### config.mk
export PLATFORM = sky130hd
export DESIGN_NAME = lpd_ctl_flat
export DESIGN_NICKNAME = d
export VERILOG_FILES = /design/src/logic/lpd_pkg.sv /design/src/logic/lpd_link_if.sv /design/src/logic/lpd_ctl.sv /design/src/flat_wrapper.sv
export SDC_FILE = /design/constraint.sdc
export NUM_CORES = 1
export LEC_CHECK = 0
export BUFFER_PORTS_ARGS = -buffer_cell sky130_fd_sc_hd__buf_2
export CAP_MARGIN = 20
export CORE_MARGIN = 8
export CORE_UTILIZATION = 60
export CTS_CLUSTER_DIAMETER = 80
export CTS_CLUSTER_SIZE = 12
export DETAILED_ROUTE_END_ITERATION = 12
export PLACE_DENSITY = 0.84
export SLEW_MARGIN = 5
export SYNTH_ARGS = -nofsm -noshare
export SYNTH_HDL_FRONTEND = slang
export SYNTH_SLANG_ARGS = --single-unit
### constraint.sdc
create_clock -name ref_clk -period 6.9 [get_ports ref_clk]
set_input_delay 0.69 -clock ref_clk [delete_from_list [all_inputs] [get_ports ref_clk]]
set_output_delay 0.69 -clock ref_clk [all_outputs]
set_load 0.005 [all_outputs]
### src/logic/lpd_pkg.sv
// shared constants and types for the lpddr low-power link
package lpd_pkg;
	localparam int LPD_ADDR_W = 13;
	localparam int LPD_BA_W = 2;
	localparam int LPD_NBANK = 4;
	localparam int LPD_A10 = 10;
	localparam int LPD_CNT_W = 16;
	localparam int CLK_PERIOD_NS = 10;
	localparam int DPD_EXIT_US = 200;
	localparam int DPD_EXIT_CYC = (DPD_EXIT_US * 1000 + CLK_PERIOD_NS - 1) / CLK_PERIOD_NS;
	localparam int SETTLE_CYC = 16;
	localparam int STOP_DET_CYC = 2;
	localparam int INIT_LAST = 4;
	localparam logic [LPD_BA_W-1:0] BA_MR = 2'h0;
	localparam logic [LPD_BA_W-1:0] BA_EMR = 2'h2;
	localparam logic [LPD_ADDR_W-1:0] MR_INIT_VAL = 13'h0032;
	localparam logic [LPD_ADDR_W-1:0] EMR_INIT_VAL = 13'h0000;
	localparam logic [LPD_ADDR_W-1:0] MR_RST = 13'h0000;
	// {ras_n, cas_n, we_n} with cs_n low
	typedef enum logic [2:0] {
		CMD_MRS = 3'h0,
		CMD_REF = 3'h1,
		CMD_PRE = 3'h2,
		CMD_ACT = 3'h3,
		CMD_WR = 3'h4,
		CMD_RD = 3'h5,
		CMD_BST = 3'h6,
		CMD_NOP = 3'h7
	} lpd_cmd_t;
	typedef enum logic [2:0] {
		ST_RUN = 3'h0,
		ST_STOP = 3'h1,
		ST_WAKE = 3'h2,
		ST_DPD = 3'h3,
		ST_XNOP = 3'h4,
		ST_INIT = 3'h5
	} lpd_ctl_state_t;
	typedef enum logic [1:0] {
		DV_IDLE = 2'h0,
		DV_ACTIVE = 2'h1,
		DV_STOP = 2'h2,
		DV_DPD = 2'h3
	} lpd_dev_state_t;
endpackage

### src/logic/lpd_link_if.sv
// link wires between the controller and the memory device
`timescale 1ns/1ps
interface lpd_link_if import lpd_pkg::*; ();
	logic ck_t;
	logic ck_c;
	logic cke;
	logic cs_n;
	logic ras_n;
	logic cas_n;
	logic we_n;
	logic [LPD_ADDR_W-1:0] addr;
	logic [LPD_BA_W-1:0] ba;
	modport ctl (output ck_t, output ck_c, output cke, output cs_n, output ras_n, output cas_n, output we_n,
		output addr, output ba);
	modport dev (input ck_t, input ck_c, input cke, input cs_n, input ras_n, input cas_n, input we_n,
		input addr, input ba);
endinterface

### src/logic/lpd_ctl.sv
// memory controller end: clock stop, deep power-down entry, exit and re-initialization
`timescale 1ns/1ps
module lpd_ctl import lpd_pkg::*; #(
	parameter int DPD_EXIT_CYCLES = DPD_EXIT_CYC,
	parameter int SETTLE_CYCLES = SETTLE_CYC,
	parameter logic [LPD_ADDR_W-1:0] MR_INIT = MR_INIT_VAL,
	parameter logic [LPD_ADDR_W-1:0] EMR_INIT = EMR_INIT_VAL
) (
	input wire logic ref_clk,
	input wire logic nrst,
	lpd_link_if.ctl link,
	input wire logic req_valid,
	output logic req_ready,
	input wire lpd_cmd_t req_cmd,
	input wire logic [LPD_ADDR_W-1:0] req_addr,
	input wire logic [LPD_BA_W-1:0] req_ba,
	input wire logic dpd_enter_req,
	input wire logic dpd_exit_req,
	input wire logic clk_stop_req,
	output lpd_ctl_state_t ctl_state,
	output logic access_ok,
	output logic [LPD_NBANK-1:0] banks_open
);
	logic ck_r;
	logic ckc_r;
	logic cke_r;
	lpd_cmd_t cmd_r;
	logic [LPD_ADDR_W-1:0] addr_r;
	logic [LPD_BA_W-1:0] ba_r;
	logic [LPD_CNT_W-1:0] settle_r;
	logic [LPD_CNT_W-1:0] xcnt_r;
	logic [2:0] step_r;

	lpd_ctl_state_t st_nxt;
	lpd_cmd_t cmd_nxt;
	logic [LPD_ADDR_W-1:0] addr_nxt;
	logic [LPD_BA_W-1:0] ba_nxt;
	logic cke_nxt;
	logic run_nxt;
	logic [2:0] step_nxt;
	logic slot;
	logic settled;

	// a slot is the edge where ck falls; the new command then holds across the next rise
	assign slot = ck_r;
	assign settled = (settle_r == '0);
	assign req_ready = (ctl_state == ST_RUN) && slot && !dpd_enter_req && !clk_stop_req;
	assign access_ok = (ctl_state == ST_RUN);

	assign link.ck_t = ck_r;
	assign link.ck_c = ckc_r;
	assign link.cke = cke_r;
	assign link.cs_n = 1'b0;
	assign link.ras_n = cmd_r[2];
	assign link.cas_n = cmd_r[1];
	assign link.we_n = cmd_r[0];
	assign link.addr = addr_r;
	assign link.ba = ba_r;

	always_comb begin
		st_nxt = ctl_state;
		cmd_nxt = cmd_r;
		addr_nxt = addr_r;
		ba_nxt = ba_r;
		cke_nxt = cke_r;
		run_nxt = 1'b1;
		step_nxt = step_r;
		if (slot)
			cmd_nxt = CMD_NOP;
		unique case (ctl_state)
			ST_RUN: begin
				if (slot) begin
					if (dpd_enter_req) begin
						if (!settled) begin
							cmd_nxt = CMD_NOP;
						end else if (|banks_open) begin
							cmd_nxt = CMD_PRE;
							addr_nxt = '0;
							addr_nxt[LPD_A10] = 1'b1;
						end else begin
							cmd_nxt = CMD_BST;
							cke_nxt = 1'b0;
							st_nxt = ST_DPD;
						end
					end else if (clk_stop_req) begin
						if (settled)
							st_nxt = ST_STOP;
					end else if (req_valid) begin
						cmd_nxt = req_cmd;
						addr_nxt = req_addr;
						ba_nxt = req_ba;
					end
				end
			end
			ST_STOP: begin
				run_nxt = 1'b0;
				if (!clk_stop_req || dpd_enter_req)
					st_nxt = ST_WAKE;
			end
			ST_WAKE: begin
				if (slot)
					st_nxt = ST_RUN;
			end
			ST_DPD: begin
				cke_nxt = 1'b0;
				if (slot && dpd_exit_req) begin
					cke_nxt = 1'b1;
					st_nxt = ST_XNOP;
				end
			end
			ST_XNOP: begin
				if (slot && xcnt_r == '0) begin
					st_nxt = ST_INIT;
					step_nxt = 3'h0;
				end
			end
			ST_INIT: begin
				if (slot && settled) begin
					unique case (step_r)
						3'h0: begin
							cmd_nxt = CMD_PRE;
							addr_nxt = '0;
							addr_nxt[LPD_A10] = 1'b1;
						end
						3'h1, 3'h2: cmd_nxt = CMD_REF;
						3'h3: begin
							cmd_nxt = CMD_MRS;
							addr_nxt = MR_INIT;
							ba_nxt = BA_MR;
						end
						default: begin
							cmd_nxt = CMD_MRS;
							addr_nxt = EMR_INIT;
							ba_nxt = BA_EMR;
						end
					endcase
					step_nxt = step_r + 3'h1;
					if (step_r == 3'(INIT_LAST))
						st_nxt = ST_RUN;
				end
			end
			default: st_nxt = ST_RUN;
		endcase
	end

	always_ff @(posedge ref_clk or negedge nrst) begin
		if (!nrst) begin
			ctl_state <= ST_RUN;
			step_r <= 3'h0;
		end else begin
			ctl_state <= st_nxt;
			step_r <= step_nxt;
		end
	end

	// link clock: halves of the reference rate, parked true low in stop
	always_ff @(posedge ref_clk or negedge nrst) begin
		if (!nrst) begin
			ck_r <= 1'b0;
			ckc_r <= 1'b1;
		end else begin
			ck_r <= run_nxt ? ~ck_r : 1'b0;
			ckc_r <= run_nxt ? ck_r : 1'b1;
		end
	end

	always_ff @(posedge ref_clk or negedge nrst) begin
		if (!nrst) begin
			cmd_r <= CMD_NOP;
			addr_r <= '0;
			ba_r <= '0;
			cke_r <= 1'b1;
		end else begin
			cmd_r <= cmd_nxt;
			addr_r <= addr_nxt;
			ba_r <= ba_nxt;
			cke_r <= cke_nxt;
		end
	end

	// each issued command must complete before stop or deep power-down
	always_ff @(posedge ref_clk or negedge nrst) begin
		if (!nrst) begin
			settle_r <= '0;
		end else if (slot && cmd_nxt != CMD_NOP) begin
			settle_r <= LPD_CNT_W'(SETTLE_CYCLES);
		end else if (!settled) begin
			settle_r <= settle_r - 1'b1;
		end
	end

	// nop interval after cke rises on exit
	always_ff @(posedge ref_clk or negedge nrst) begin
		if (!nrst) begin
			xcnt_r <= '0;
		end else if (ctl_state == ST_DPD && st_nxt == ST_XNOP) begin
			xcnt_r <= LPD_CNT_W'(DPD_EXIT_CYCLES);
		end else if (xcnt_r != '0) begin
			xcnt_r <= xcnt_r - 1'b1;
		end
	end

	always_ff @(posedge ref_clk or negedge nrst) begin
		if (!nrst) begin
			banks_open <= '0;
		end else if (slot) begin
			unique case (cmd_nxt)
				CMD_ACT: banks_open[ba_nxt] <= 1'b1;
				CMD_PRE: begin
					if (addr_nxt[LPD_A10])
						banks_open <= '0;
					else
						banks_open[ba_nxt] <= 1'b0;
				end
				default: ;
			endcase
		end
	end
endmodule

### src/flat_wrapper.sv
// flat-port wrapper written by rule: the top's interface ports become plain ports
module lpd_ctl_flat import lpd_pkg::*;
#(
	parameter int DPD_EXIT_CYCLES = DPD_EXIT_CYC,
	parameter int SETTLE_CYCLES = SETTLE_CYC,
	parameter logic [LPD_ADDR_W-1:0] MR_INIT = MR_INIT_VAL,
	parameter logic [LPD_ADDR_W-1:0] EMR_INIT = EMR_INIT_VAL
)
  (ref_clk, nrst, req_valid, req_ready, req_cmd, req_addr, req_ba, dpd_enter_req, dpd_exit_req, clk_stop_req, ctl_state, access_ok, banks_open, link_ck_t, link_ck_c, link_cke, link_cs_n, link_ras_n, link_cas_n, link_we_n, link_addr, link_ba);
  lpd_link_if link_i ();
  input wire logic ref_clk;
  input wire logic nrst;
  input wire logic req_valid;
  output logic req_ready;
  input wire lpd_cmd_t req_cmd;
  input wire logic [LPD_ADDR_W-1:0] req_addr;
  input wire logic [LPD_BA_W-1:0] req_ba;
  input wire logic dpd_enter_req;
  input wire logic dpd_exit_req;
  input wire logic clk_stop_req;
  output lpd_ctl_state_t ctl_state;
  output logic access_ok;
  output logic [LPD_NBANK-1:0] banks_open;
  output wire logic [$bits(link_i.ck_t)-1:0] link_ck_t;
  output wire logic [$bits(link_i.ck_c)-1:0] link_ck_c;
  output wire logic [$bits(link_i.cke)-1:0] link_cke;
  output wire logic [$bits(link_i.cs_n)-1:0] link_cs_n;
  output wire logic [$bits(link_i.ras_n)-1:0] link_ras_n;
  output wire logic [$bits(link_i.cas_n)-1:0] link_cas_n;
  output wire logic [$bits(link_i.we_n)-1:0] link_we_n;
  output wire logic [$bits(link_i.addr)-1:0] link_addr;
  output wire logic [$bits(link_i.ba)-1:0] link_ba;
  assign link_ck_t = link_i.ck_t;
  assign link_ck_c = link_i.ck_c;
  assign link_cke = link_i.cke;
  assign link_cs_n = link_i.cs_n;
  assign link_ras_n = link_i.ras_n;
  assign link_cas_n = link_i.cas_n;
  assign link_we_n = link_i.we_n;
  assign link_addr = link_i.addr;
  assign link_ba = link_i.ba;
  lpd_ctl #(.DPD_EXIT_CYCLES(DPD_EXIT_CYCLES), .SETTLE_CYCLES(SETTLE_CYCLES), .MR_INIT(MR_INIT), .EMR_INIT(EMR_INIT)) u_core (.ref_clk(ref_clk), .nrst(nrst), .link(link_i), .req_valid(req_valid), .req_ready(req_ready), .req_cmd(req_cmd), .req_addr(req_addr), .req_ba(req_ba), .dpd_enter_req(dpd_enter_req), .dpd_exit_req(dpd_exit_req), .clk_stop_req(clk_stop_req), .ctl_state(ctl_state), .access_ok(access_ok), .banks_open(banks_open));
endmodule
==> impl_metrics.toml <==
[floorplanning]
core_area_sq_um = 5439
die_w_microns = 90.48
initial_core_util_pct = 61.19
fp.dieH_microns = 90.48
boundaryPins = 55
core.rowCount = 27
die-area_sq_um = 8187

[logic_synthesis]
yosys-top-cells-area = "dfrtp_1 44%, nor2_1 4.6%, dfstp_2 3.9%"
synth_compound_area_share_pct = 14.55
synthDistinctLibCells = 60
synth_edf_count = 0
synth_nets = 379
synth-xor-area-share_pct = 5.263
synth-seq-cells = 63
avgSynthCellArea_sq_um = 9.591
synth_warnings = 0
yosysTopAreaCell = "dfrtp_1"
synth_area_sq_um = 3328
synth.mux.area_fraction_pct = 2.105
async_reset_ff_share_pct = 100.0
synth_flop_cell = "dfrtp_1"
post_synth_and_or_nand_nor_area_fraction_pct = 22.74
synthDominantCellAreaShare_pct = 43.61
seq_area_frac_synth_pct = 47.56
synth_top_family_by_area = "simple AND/OR/NAND/NOR gates"
postSynthCellCount = 347
synth_adder_area_share_pct = 3.008

[place]
portBuffers = 53
dp_cells = 461
gp_congestion = 0.8716
post-dp-hpwl_mm = 5.461

[final_layout]
layout_commonest_cell = "dfrtp_1"
areaGrowthSynthToFinish_pct = 15.49
diodes = 0
layout.cells.non_filler = 478
layout-drive-gt1-share_pct = 22.41
final_cell_mix = "58 x dfrtp_1, 53 x buf_2, 41 x nor2_1"
nets = 433

[grt]
use_met1_pct = 22.63
grtUsageMet3_pct = 5.819
grt_start_max_net_pins = 64
groute.usage.overall_pct = 18.96
met2_usage_pct = 31.06
grt_first_pass_wirelength_mm = 12.73
overflow = 0
busiest_layer = "met2"
antenna_found_initial = 0
grt_pass1_vias = 2764

[sta]
maxSlewHeadroom_pct = 36.30
rsz0062_at_grt = "no"
fin_crit_sh_pct = 44.89
slew_viol_final = 0
finalSetupTns_ns = 0
min_period_ns = 3.098
max_freq_mhz = 322.8
worst_pin_slew_ns = 0.9467
finalHoldViolCount = 0
fin_skew_ns = 0.008168
setup_viol = 0

[pwr]
p_leak_nw = 1.609
peakVddDrop_v = 0.0001439
power_density_nw_per_um2 = 188.3

[worst_setup_path]
cp-end-kind = "register"
startpoint_type = "register"
worstSetupPathType = "reg -> reg"
ff2ff_path_depth = 7
crit_arrival_ns = 3.29
required_ns = 7.09
r2r-end = "u_core.banks_open[2]"
cp_max_fo = 18
rr_startpoint = "u_core.link.ck_t"
rrSetupSlack_ns = 3.80

[clock_tree]
cts.sinks = 63
cts_hold_buf = 0
numCtsBuffers = 9
cts.path.max_buffers = 2
post_cts_buffers = 0
clk_pin_slew_ns = 0.07
clockRootBuffer = "clkbuf_8"
clkLatencyLatePin_ns = 0.34
ctsResizeCount = 0
cts_tree = "done"
h-tree-depth = 3

[route]
wirelength_mm = 7.543
routed_via_density = 5.851
wl_per_cell_microns = 15.78
drtAntennaViolNets = 0
drc = 0
vias = 2797
firstDrtPassIters = 5
drt_first_iter_violations = 201

[status]
status = "finished, final reports clean"

[run]
cap_violations = 0

[hold_path]
hold_end = "u_core.link.cke"
hp-class = "reg -> reg"
holdPathStages = 2
hp-start = "u_core.link.cke"
[kinds of logic (layout without fill, tap and decap cells)]
| logic type | after synthesis | after routing |
|---|---|---|
| compound gates | 71 | 71 |
| mux | 6 | 6 |
| fa+ha+maj | 8 | 8 |
| flops | 63 | 63 |
| simple gates | 143 | 143 |
| buf+inv | 35 | 94 |
| xor+xnor | 20 | 20 |
| other cells | 1 | 1 |
[layout make-up]
class	count	area [sq um]
clock inverters	2	37.54
flip-flops and latches	63	1583
fillers	422	1595
repair buffers	56	287.8
inverters	22	82.58
multi-input cells	249	1590
well taps	72	90.09
clock buffers	14	172.7
[sequential cells by signal (all words and copies together), names as in the netlist]
name and flops:
u_core.link.ck_c 1, u_core.link.cke 1, u_core.link.ck_t 1, u_core.settle_r 16, u_core.banks_open 4, u_core.link.ba 2
u_core.cmd_r 3, u_core.link.addr 13, u_core.xcnt_r 16, u_core.ctl_state 3, u_core.step_r 3
[Yosys cell counts (all sizes together), types with 2 or more instances]
master  count
a211oi      2
a21oi      11
a22o       11
a31oi      10
and2        2
buf         8
clkbuf      5
dfrtp      58
dfstp       5
ha          8
inv        22
mux2        5
nand2      33
nand2b      2
nand3       8
nand3b      3
nand4       6
nand4b      2
nor2       41
nor2b       6
nor3       10
nor3b       3
nor4        8
o211ai      5
o21a        2
o21ai      17
o221ai      2
o31ai       2
o41ai       2
or2         2
or3         8
or4         3
xnor2      10
xor2       10
[critical path: stages, from the launching register on]
cell      delay [ns]
dfrtp_1         0.68
nor4b_1         0.62
and2_1          0.64
mux2_2          0.41
nand2_1         0.15
inv_1           0.13
o211ai_1        0.21
a31oi_1         0.12
[metal layers]
layer / wire, microns / vias to the layer above
met5: 0 / -
met4: 148 / 0
met3: 357 / 14
met2: 3713 / 89
met1: 3323 / 1349
li1: - / 1345
[stage by stage]
step | setup WS [ns] | util, % | power [mW] | hold WS, ns | instance area (sq um)
after CTS | 3.839 | 70.53 | 0.7304 | 0.4826 | 3836
after global placement | 3.964 | 66.53 | 0.3934 | 0.4621 | 3618
final | 3.802 | 70.67 | 0.7237 | 0.4781 | 3844
after detailed placement | 3.848 | 66.67 | 0.3935 | 0.4668 | 3626
after floorplan | 4.592 | - | 0.3788 | 0.3944 | 3328
after global routing | 3.599 | 70.67 | 0.7467 | 0.5127 | 3844
[worst max-delay path by stage]
stage                       from              endpoint  slack (ns)  cells past startpoint
6_report        u_core.link.ck_t  u_core.banks_open[2]        3.80                      7
5_1_grt         u_core.link.ck_t  u_core.banks_open[2]        3.60                      7
4_1_cts         u_core.link.ck_t  u_core.banks_open[2]        3.84                      7
3_5_place_dp       dpd_enter_req  u_core.banks_open[2]        3.85                      8
3_3_place_gp       dpd_enter_req  u_core.banks_open[0]        3.96                      8
2_1_floorplan  u_core.xcnt_r[10]      u_core.step_r[0]        4.59                      7
[where the power goes]
part	internal, mW	switching, mW	leakage [nW]
logic	0.00598	0.0109	0.802
registers	0.369	0	0.704
clock network	0.197	0.141	0.103
total	0.572	0.151	1.61
(Power assumes the default switching activity.)
